File: src/hdl/pps_pkg.sv
// Package for the peripheral pin select block: APB map, fields, resets.
// Assumes a 32-bit APB bus with word-aligned registers.
package pps_pkg;
  localparam int           PPS_AW            = 8;
  localparam logic [7:0]   PPS_STRAP_OFF     = 8'h00;
  localparam logic [7:0]   PPS_OWNER_OFF     = 8'h04;
  localparam logic [7:0]   PPS_GPIO_EN_OFF   = 8'h08;
  localparam logic [7:0]   PPS_GPIO_DIR_OFF  = 8'h0C;
  localparam logic [7:0]   PPS_ID_OFF        = 8'h10;
  // Strap status field positions
  localparam int           PPS_ST_CELL       = 0;
  localparam int           PPS_ST_PCI        = 1;
  localparam int           PPS_ST_SER2       = 2;
  localparam int           PPS_ST_AUTOINIT   = 3;
  // Ownership status field positions
  localparam int           PPS_OW_SP1        = 0;
  localparam int           PPS_OW_CELL       = 1;
  localparam int           PPS_OW_HOST       = 2;
  localparam int           PPS_OW_PCI        = 3;
  localparam int           PPS_OW_SP2        = 4;
  localparam int           PPS_OW_EEPROM     = 5;
  localparam int           PPS_OW_AUTOINIT   = 6;
  localparam int           PPS_OW_ALWAYS     = 7;
  localparam int           PPS_UGPIO_W       = 7;
  localparam logic [6:0]   PPS_GPIO_RST      = 7'h00;
  // Extra latching edges after reset release, covering the synchroniser
  localparam logic [1:0]   PPS_SETTLE_RST    = 2'h2;
  // Arbitrary identification value
  localparam logic [31:0]  PPS_ID_RST        = 32'h0000_5A01;
endpackage

File: src/hdl/pps_top.sv
// Peripheral pin select: latches cell, host and auto-init straps just after reset release, steers pin
// ownership, and exposes straps, ownership and upper GPIO control on APB.
// Assumes straps are board-driven levels, asynchronous to pclk.
`timescale 1ns/1ps
`default_nettype none
module pps_top
  import pps_pkg::*;
#(
  parameter int UGPIO_W = pps_pkg::PPS_UGPIO_W
) (
  input  wire logic                       pclk,
  input  wire logic                       presetn,
  input  wire logic                       psel,
  input  wire logic                       penable,
  input  wire logic                       pwrite,
  input  wire logic [pps_pkg::PPS_AW-1:0] paddr,
  input  wire logic [31:0]                pwdata,
  output logic      [31:0]                prdata,
  output logic                            pready,
  output logic                            pslverr,
  input  wire logic                       cell_port_select,
  input  wire logic                       ext_addr_strap_11,
  input  wire logic                       serial2_select,
  input  wire logic                       eeprom_autoinit_strap,
  input  wire logic                       host_bus_select_pin,
  output logic                            serial_port1_en,
  output logic                            cell_port_en,
  output logic                            cell_only_pins_oe,
  output logic                            serial1_only_pins_oe,
  output logic                            host_port_en,
  output logic                            pci_en,
  output logic                            pci_only_pins_oe,
  output logic                            serial_port2_en,
  output logic                            eeprom_if_en,
  output logic                            eeprom_autoinit_start,
  output logic                            always_on_en,
  output logic      [UGPIO_W-1:0]         upper_gpio_oe,
  output logic      [UGPIO_W-1:0]         upper_gpio_enable
);
  import pps_pkg::*;

  // Reset value of the GPIO control words limits the width
  if (UGPIO_W < 1 || UGPIO_W > PPS_UGPIO_W) begin : g_bad_width
    $error("UGPIO_W out of range");
  end

  typedef struct packed {
    logic [1:0]          cell_sync;
    logic [1:0]          host_sync;
    logic [1:0]          ser2_sync;
    logic [1:0]          ai_sync;
    logic                in_reset;
    logic [1:0]          settle;
    logic                cell_lat;
    logic                host_lat;
    logic                ai_lat;
    logic                ai_done;
    logic                ai_ran;
    logic [UGPIO_W-1:0]  gp_en;
    logic [UGPIO_W-1:0]  gp_dir;
    logic [31:0]         rdata;
    logic                ready;
    logic                slverr;
    logic                sp1;
    logic                cellp;
    logic                cell_oe;
    logic                sp1_oe;
    logic                host;
    logic                pci;
    logic                pci_oe;
    logic                sp2;
    logic                eep;
    logic                ai_start;
    logic                always_on;
    logic [UGPIO_W-1:0]  gp_oe;
    logic [UGPIO_W-1:0]  gp_ena;
  } pps_state_s;

  pps_state_s st_reg;
  pps_state_s st_next;

  logic cell_s;
  logic host_s;
  logic ser2_s;
  logic ai_s;
  logic access;
  logic sp2_now;

  // Only the second synchroniser stage is read
  assign cell_s  = st_reg.cell_sync[1];
  assign host_s  = st_reg.host_sync[1];
  assign ser2_s  = st_reg.ser2_sync[1];
  assign ai_s    = st_reg.ai_sync[1];
  assign access  = psel && penable && !st_reg.ready;
  assign sp2_now = !(st_reg.host_lat && !ser2_s);

  always_comb begin
    st_next = st_reg;
    st_next.cell_sync = {st_reg.cell_sync[0],
                         cell_port_select | ext_addr_strap_11};
    st_next.host_sync = {st_reg.host_sync[0], host_bus_select_pin};
    st_next.ser2_sync = {st_reg.ser2_sync[0], serial2_select};
    st_next.ai_sync   = {st_reg.ai_sync[0], eeprom_autoinit_strap};
    // Synchroniser is held in reset, so keep latching until the strap
    // levels have crossed both stages; then frozen until the next reset
    st_next.in_reset  = (st_reg.settle != 2'h0);
    if (st_reg.settle != 2'h0) begin
      st_next.settle = st_reg.settle - 2'h1;
    end
    if (st_reg.in_reset) begin
      st_next.cell_lat = cell_s;
      st_next.host_lat = host_s;
      st_next.ai_lat   = ai_s;
    end
    st_next.ai_start = 1'b0;
    if (!st_reg.in_reset && !st_reg.ai_done) begin
      st_next.ai_done  = 1'b1;
      st_next.ai_start = st_reg.host_lat && !ser2_s && st_reg.ai_lat;
      st_next.ai_ran   = st_next.ai_start;
    end
    st_next.sp1       = !st_reg.cell_lat;
    st_next.cellp     = st_reg.cell_lat;
    st_next.cell_oe   = st_reg.cell_lat;
    st_next.sp1_oe    = !st_reg.cell_lat;
    st_next.host      = !st_reg.host_lat;
    st_next.pci       = st_reg.host_lat;
    st_next.pci_oe    = st_reg.host_lat;
    st_next.sp2       = sp2_now;
    st_next.eep       = !sp2_now;
    st_next.always_on = 1'b1;
    st_next.gp_ena    = st_reg.host_lat ? '0 : st_reg.gp_en;
    st_next.gp_oe     = st_reg.host_lat ? '0
                                        : (st_reg.gp_en & st_reg.gp_dir);
    st_next.ready  = 1'b0;
    st_next.slverr = 1'b0;
    if (access) begin
      st_next.ready = 1'b1;
      st_next.rdata = 32'h0000_0000;
      unique case (paddr)
        PPS_STRAP_OFF: begin
          st_next.rdata[PPS_ST_CELL]     = st_reg.cell_lat;
          st_next.rdata[PPS_ST_PCI]      = st_reg.host_lat;
          st_next.rdata[PPS_ST_SER2]     = ser2_s;
          st_next.rdata[PPS_ST_AUTOINIT] = st_reg.ai_lat;
          st_next.slverr = pwrite;
        end
        PPS_OWNER_OFF: begin
          st_next.rdata[PPS_OW_SP1]      = st_reg.sp1;
          st_next.rdata[PPS_OW_CELL]     = st_reg.cellp;
          st_next.rdata[PPS_OW_HOST]     = st_reg.host;
          st_next.rdata[PPS_OW_PCI]      = st_reg.pci;
          st_next.rdata[PPS_OW_SP2]      = st_reg.sp2;
          st_next.rdata[PPS_OW_EEPROM]   = st_reg.eep;
          st_next.rdata[PPS_OW_AUTOINIT] = st_reg.ai_ran;
          st_next.rdata[PPS_OW_ALWAYS]   = st_reg.always_on;
          st_next.slverr = pwrite;
        end
        PPS_GPIO_EN_OFF: begin
          if (pwrite) begin
            st_next.gp_en = pwdata[UGPIO_W-1:0];
          end
          st_next.rdata[UGPIO_W-1:0] = st_reg.gp_en;
        end
        PPS_GPIO_DIR_OFF: begin
          if (pwrite) begin
            st_next.gp_dir = pwdata[UGPIO_W-1:0];
          end
          st_next.rdata[UGPIO_W-1:0] = st_reg.gp_dir;
        end
        PPS_ID_OFF: begin
          st_next.rdata  = PPS_ID_RST;
          st_next.slverr = pwrite;
        end
        default: begin
          st_next.slverr = 1'b1;
        end
      endcase
      if (pwrite) begin
        st_next.rdata = 32'h0000_0000;
      end
    end
  end

  always_ff @(posedge pclk or negedge presetn) begin
    if (!presetn) begin
      st_reg          <= '0;
      st_reg.in_reset <= 1'b1;
      st_reg.settle   <= PPS_SETTLE_RST;
      // Ownership rests in the all-straps-low default during reset, except always_on, which reset holds low
      st_reg.sp1      <= 1'b1;
      st_reg.sp1_oe   <= 1'b1;
      st_reg.host     <= 1'b1;
      st_reg.sp2      <= 1'b1;
      st_reg.gp_en    <= PPS_GPIO_RST[UGPIO_W-1:0];
      st_reg.gp_dir   <= PPS_GPIO_RST[UGPIO_W-1:0];
    end else begin
      st_reg <= st_next;
    end
  end

  assign prdata                = st_reg.rdata;
  assign pready                = st_reg.ready;
  assign pslverr               = st_reg.slverr;
  assign serial_port1_en       = st_reg.sp1;
  assign cell_port_en          = st_reg.cellp;
  assign cell_only_pins_oe     = st_reg.cell_oe;
  assign serial1_only_pins_oe  = st_reg.sp1_oe;
  assign host_port_en          = st_reg.host;
  assign pci_en                = st_reg.pci;
  assign pci_only_pins_oe      = st_reg.pci_oe;
  assign serial_port2_en       = st_reg.sp2;
  assign eeprom_if_en          = st_reg.eep;
  assign eeprom_autoinit_start = st_reg.ai_start;
  assign always_on_en          = st_reg.always_on;
  assign upper_gpio_oe         = st_reg.gp_oe;
  assign upper_gpio_enable     = st_reg.gp_ena;

  property p_sp2_excl;
    @(posedge pclk) disable iff (!presetn)
      !(serial_port2_en && eeprom_if_en);
  endproperty
  a_sp2_excl: assert property (p_sp2_excl)
    else $error("serial2 and eeprom both enabled");

  property p_cell_excl;
    @(posedge pclk) disable iff (!presetn)
      cell_port_en != serial_port1_en ##0 cell_only_pins_oe == cell_port_en;
  endproperty
  a_cell_excl: assert property (p_cell_excl)
    else $error("cell/serial1 ownership inconsistent");

  property p_host_pci;
    @(posedge pclk) disable iff (!presetn)
      host_port_en |-> !pci_only_pins_oe && !pci_en;
  endproperty
  a_host_pci: assert property (p_host_pci)
    else $error("PCI pins driven with host port");

  property p_gpio_pci;
    @(posedge pclk) disable iff (!presetn)
      pci_en |-> upper_gpio_oe == '0;
  endproperty
  a_gpio_pci: assert property (p_gpio_pci)
    else $error("upper gpio driven while PCI selected");

  property p_latch_hold;
    @(posedge pclk) disable iff (!presetn)
      !st_reg.in_reset |=> $stable(st_reg.cell_lat) && $stable(st_reg.host_lat);
  endproperty
  a_latch_hold: assert property (p_latch_hold)
    else $error("latched strap changed after reset");

  property p_sp2_dyn;
    @(posedge pclk) disable iff (!presetn)
      $rose(ser2_s) && !st_reg.in_reset |-> ##1 serial_port2_en;
  endproperty
  a_sp2_dyn: assert property (p_sp2_dyn)
    else $error("serial2 not enabled after select rose");

  property p_ai_once;
    @(posedge pclk) disable iff (!presetn)
      eeprom_autoinit_start |=> !eeprom_autoinit_start [*4];
  endproperty
  a_ai_once: assert property (p_ai_once)
    else $error("auto-init pulsed twice");

  property p_always;
    @(posedge pclk) disable iff (!presetn)
      !st_reg.in_reset |=> always_on_en;
  endproperty
  a_always: assert property (p_always)
    else $error("always-on group dropped");

  property p_pci_pins;
    @(posedge pclk) disable iff (!presetn)
      pci_only_pins_oe == pci_en && host_port_en != pci_en;
  endproperty
  a_pci_pins: assert property (p_pci_pins)
    else $error("host/PCI ownership inconsistent");

  property p_sp1_pins;
    @(posedge pclk) disable iff (!presetn)
      serial1_only_pins_oe == serial_port1_en;
  endproperty
  a_sp1_pins: assert property (p_sp1_pins)
    else $error("serial1 pins and ownership disagree");

  property p_ai_gate;
    @(posedge pclk) disable iff (!presetn)
      eeprom_autoinit_start |-> eeprom_if_en && pci_en;
  endproperty
  a_ai_gate: assert property (p_ai_gate)
    else $error("auto-init outside PCI with EEPROM");
endmodule // pps_top
`default_nettype wire

File: config.mk
export PLATFORM = sky130hd
export DESIGN_NAME = pps_top
export DESIGN_NICKNAME = d
export VERILOG_FILES = /design/src/hdl/pps_pkg.sv /design/src/hdl/pps_top.sv
export SDC_FILE = /design/constraint.sdc
export NUM_CORES = 1
export LEC_CHECK = 0
export BUFFER_PORTS_ARGS = -buffer_cell sky130_fd_sc_hd__buf_2
export CORE_MARGIN = 2
export CORE_UTILIZATION = 43
export CTS_CLUSTER_SIZE = 28
export DETAILED_ROUTE_END_ITERATION = 16
export MAX_ROUTING_LAYER = met4
export PLACE_DENSITY = 0.71
export SLEW_MARGIN = 20
export SYNTH_ARGS = -nofsm -noshare
export SYNTH_HDL_FRONTEND = slang
export SYNTH_SLANG_ARGS = --single-unit
File: constraint.sdc
create_clock -name pclk -period 1.7 [get_ports pclk]
set_input_delay 0.34 -clock pclk [delete_from_list [all_inputs] [get_ports pclk]]
set_output_delay 0.34 -clock pclk [all_outputs]
set_load 0.01 [all_outputs]
==> implementation parameters <==
Parameter                              Value

Timing
  Unrepaired setup endpoints after global routing ... true
  Endpoints failing hold ... 0
  Worst slack on hold paths ... 0.102 ns
  Fmax ... 602 MHz
  Worst clock skew ... 0.00591 ns
  Fin. max-slew vios ... 0
  Period utilisation layout ... 97.8%
  Minimum clock period after layout ... 1.66 ns
  Number of failing setup endpoints in the final timing report ... 0
  Setup TNS after final layout ... 0 ns
  Final setup margin ... 0.0379 ns

Placement
  Minimum setup slack after placement ... -0.232 ns
  DP Wirelength ... 3540 um
  Cell area after placement ... 2980 um2
  Gp weighted congestion ... 0.820
  Number of buffers added on ports ... 63

Finish
  Count of fill cells added during filler insertion ... 553
  Final design area excluding fillers ... 3250 um2
  Leading cell type in the layout, fill and taps excluded ... buf_2
  # nets final ... 325
  N_diodes ... 0
  Number of flip-flops under the largest register name ... 20
  Signed area change from the synthesized netlist to the final layout ... 18.5%
  Util after Layout ... 51.8%
  Most frequent cells in the layout ... 63 x buf_2, 58 x dfrtp_1, 21 x conb_1
  Fraction of layout cells with a size suffix above 1 ... 45.2%

Min path
  Number of cells traversed by the worst hold path ... 1
  Start point of the worst min-delay path ... serial2_select
  Hold Path Sink ... st_next[84]
  Worst hold-check path type ... in2reg

Synthesis
  Yosys reg bits ... 63
  Sequential-to-total area share from yosys stat ... 57.7%
  Distinct cell type count of the synthesized netlist ... 35
  FFs w/ async S/R, synth ... 100%
  Fraction of the mapped netlist area in compound gates ... 4.60%
  Top FF cell, synth ... dfrtp_1
  Share of synthesized area spent on multiplexers ... 10.3%
  Simple-gate area share of the yosys netlist ... 11.5%
  Syn_area_per_cell ... 12.7 um2
  Count of flip-flops with a built-in enable after synthesis ... 0
  Area share of the leading cell type in the synthesized netlist ... 52.9%
  Area share of fa/ha/maj cells after synthesis ... 0.456%
  Largest family of logic cells by synthesized area ... buffers and inverters
  Cell type with the highest aggregate area in the netlist ... dfrtp_1
  Yosys synthesis warning count ... 0
  Largest cells by area after synthesis ... dfrtp_1 53%, buf_4 13%, mux2_2 7.8%
  Synth Area in XOR/XNOR ... 0.319%
  Cell count after synthesis ... 217
  Netlist area before placement ... 2750 um2

Critical path
  CP max stage delay ... 0.37 ns
  Critical path class ... reg2reg
  Cell type group with the largest total delay on the critical path ... simple AND/OR/NAND/NOR gates
  Worst-path maximum fanout ... 4
  Arr. time, crit path ... 1.88 ns
  CP cell instances ... nand3b_1 > nor4_4 > buf_4 > mux2_2
  Critical register-to-register path endpoint ... st_reg[66]
  Count of cells along the worst register-to-register path ... 4
  Worst endpoint required time ... 1.92 ns
  Critical-path top delay cell ... dfrtp_1
  Slack of the worst reg-to-reg path ... 0.04 ns
  Crit start category ... register
  Count of buffering cells on the critical path with inverters included ... 1
  Setup crit end kind ... register
  Reg-to-reg startpoint ... pready

Clock network
  Clk root buf ... clkbuf_8
  Clock tree from TritonCTS ... yes
  Clock latency at the later pin of the worst-skew pair ... 0.34 ns
  TritonCTS buffer count ... 9
  Total number of H-tree levels ... 3
  Clock-pin transition on the worst setup and hold timing paths ... 0.06 ns
  Sink Count ... 63
  Buffers inserted during post-CTS setup optimization ... 0
  Clock Tree Buf Depth ... 2

Global routing
  Met2 Usage GRT ... 23.4%
  Wire length of the first global-routing pass ... 7800 um
  Remaining Overflow, GRT ... 0
  Via count of the first global-routing pass ... 1618
  Global routing met3 resource utilization ... 5.84%
  GRT Max-Usage Layer ... met2
  Initial antenna violation count ... 0
  Pin count of the biggest net entering global routing ... 50
  Global-route track usage on met1 ... 17.9%
  Overall fraction of global-route tracks in use ... 15.3%

Drt
  Via count ... 1645
  DR pass1 iterations ... 4
  Post-DRT Antenna Nets ... 0
  Post-DR wirelength/cell ... 13.8 um
  Detailed router's first-iteration violation count ... 78
  Via count normalized by instance count ... 4.62
  Final Routed Wirelength ... 4920 um
  DRC Markers ... 0

Run status
  Run status ... finished clean

Die
  Top-level port count ... 109
  Area of the core ... 6280 um2
  Die Wd ... 83.9 um
  Rows ... 29
  Die ar. ... 7040 um2
  Die Span Y ... 83.9 um
  Initial core utilization ... 43.7%

Flow run
  Maximum Capacitance Violations ... 0

Power and ir drop
  Static power due to leakage ... 1.72 nW
  P per Cell Area ... 961 nW/um2
  Peak ir drop on the vdd network ... 0.000614 V
==> power breakdown <==
part / switching (W) / total (W) / internal (W)
Clock: 0.000550 / 0.00143 / 0.000875
Combinational: 0.000106 / 0.000173 / 0.0000676
Sequential: 0.00000725 / 0.00153 / 0.00152
Total: 0.000663 / 0.00313 / 0.00246
==> logic make-up (layout without fill, tap and decap cells) <==
group	count (synthesis)	count (layout)
other	2	21
XOR/XNOR	1	1
buffers and inverters	60	103
flip-flops	63	63
AO/OA/AOI/OAI	19	19
AND/OR/NAND/NOR	49	49
multiplexers	22	22
adder cells (fa/ha/maj)	1	1
==> routing by layer <==
layer,vias up,wire length (um)
met5,-,0
met4,0,105
met3,11,322
met2,49,2400
met1,811,2100
li1,774,-
==> what timing repair did <==
| item | CTS | global route |
|---|---|---|
| endpoints found under the setup margin | 0 | 14 |
| resized for setup | 0 | 9 |
| hold endpoints to repair | 12 | 0 |
| hold buffers | 1 | 0 |
==> worst max-delay path by stage <==
stage | start | end | slack (ns) | cells past startpoint
3_3_place_gp | paddr[1] | st_reg[67] | -0.20 | 5
4_1_cts | pready | st_reg[66] | 0.008 | 4
5_1_grt | pready | st_reg[70] | -0.03 | 4
3_5_place_dp | paddr[1] | st_reg[66] | -0.23 | 5
2_1_floorplan | paddr[1] | st_reg[66] | -0.07 | 4
6_report | pready | st_reg[66] | 0.04 | 4
==> final cells by class <==
class                      count  area [um2]  share of cell area (%)
multi-input combinational    113         861                    26.5
sequential                    63        1580                    48.7
clock buffer                  14         193                    5.93
inverter                       7        26.3                   0.808
timing repair buffer          80         458                    14.1
tap                           77        96.3                    2.96
clock inverter                 2        35.0                    1.08
==> cell usage after synthesis (2+ instances only) <==
master     n
a22o_1     3
a22oi_1    3
and2_1     7
buf_4     49
clkbuf_1   2
conb_1     2
dfrtp_1   58
dfstp_2    5
inv_1      7
mux2_2    19
mux4_2     3
nand2_1   10
nand2b_1   3
nor2_1     3
nor2b_1   10
nor4_4     2
o21ai_0    8
o31ai_1    3
or2_2      2
or3_1      3
==> per-stage QoR <==
step / power, W / instances
2_1_floorplan: 0.00166 / 236
3_3_place_gp: 0.00172 / 339
3_5_place_dp: 0.00173 / 339
4_1_cts: 0.00316 / 356
5_1_grt: 0.00325 / 356
6_report: 0.00313 / 356
Note: power is estimated with default switching activity, not from simulation.
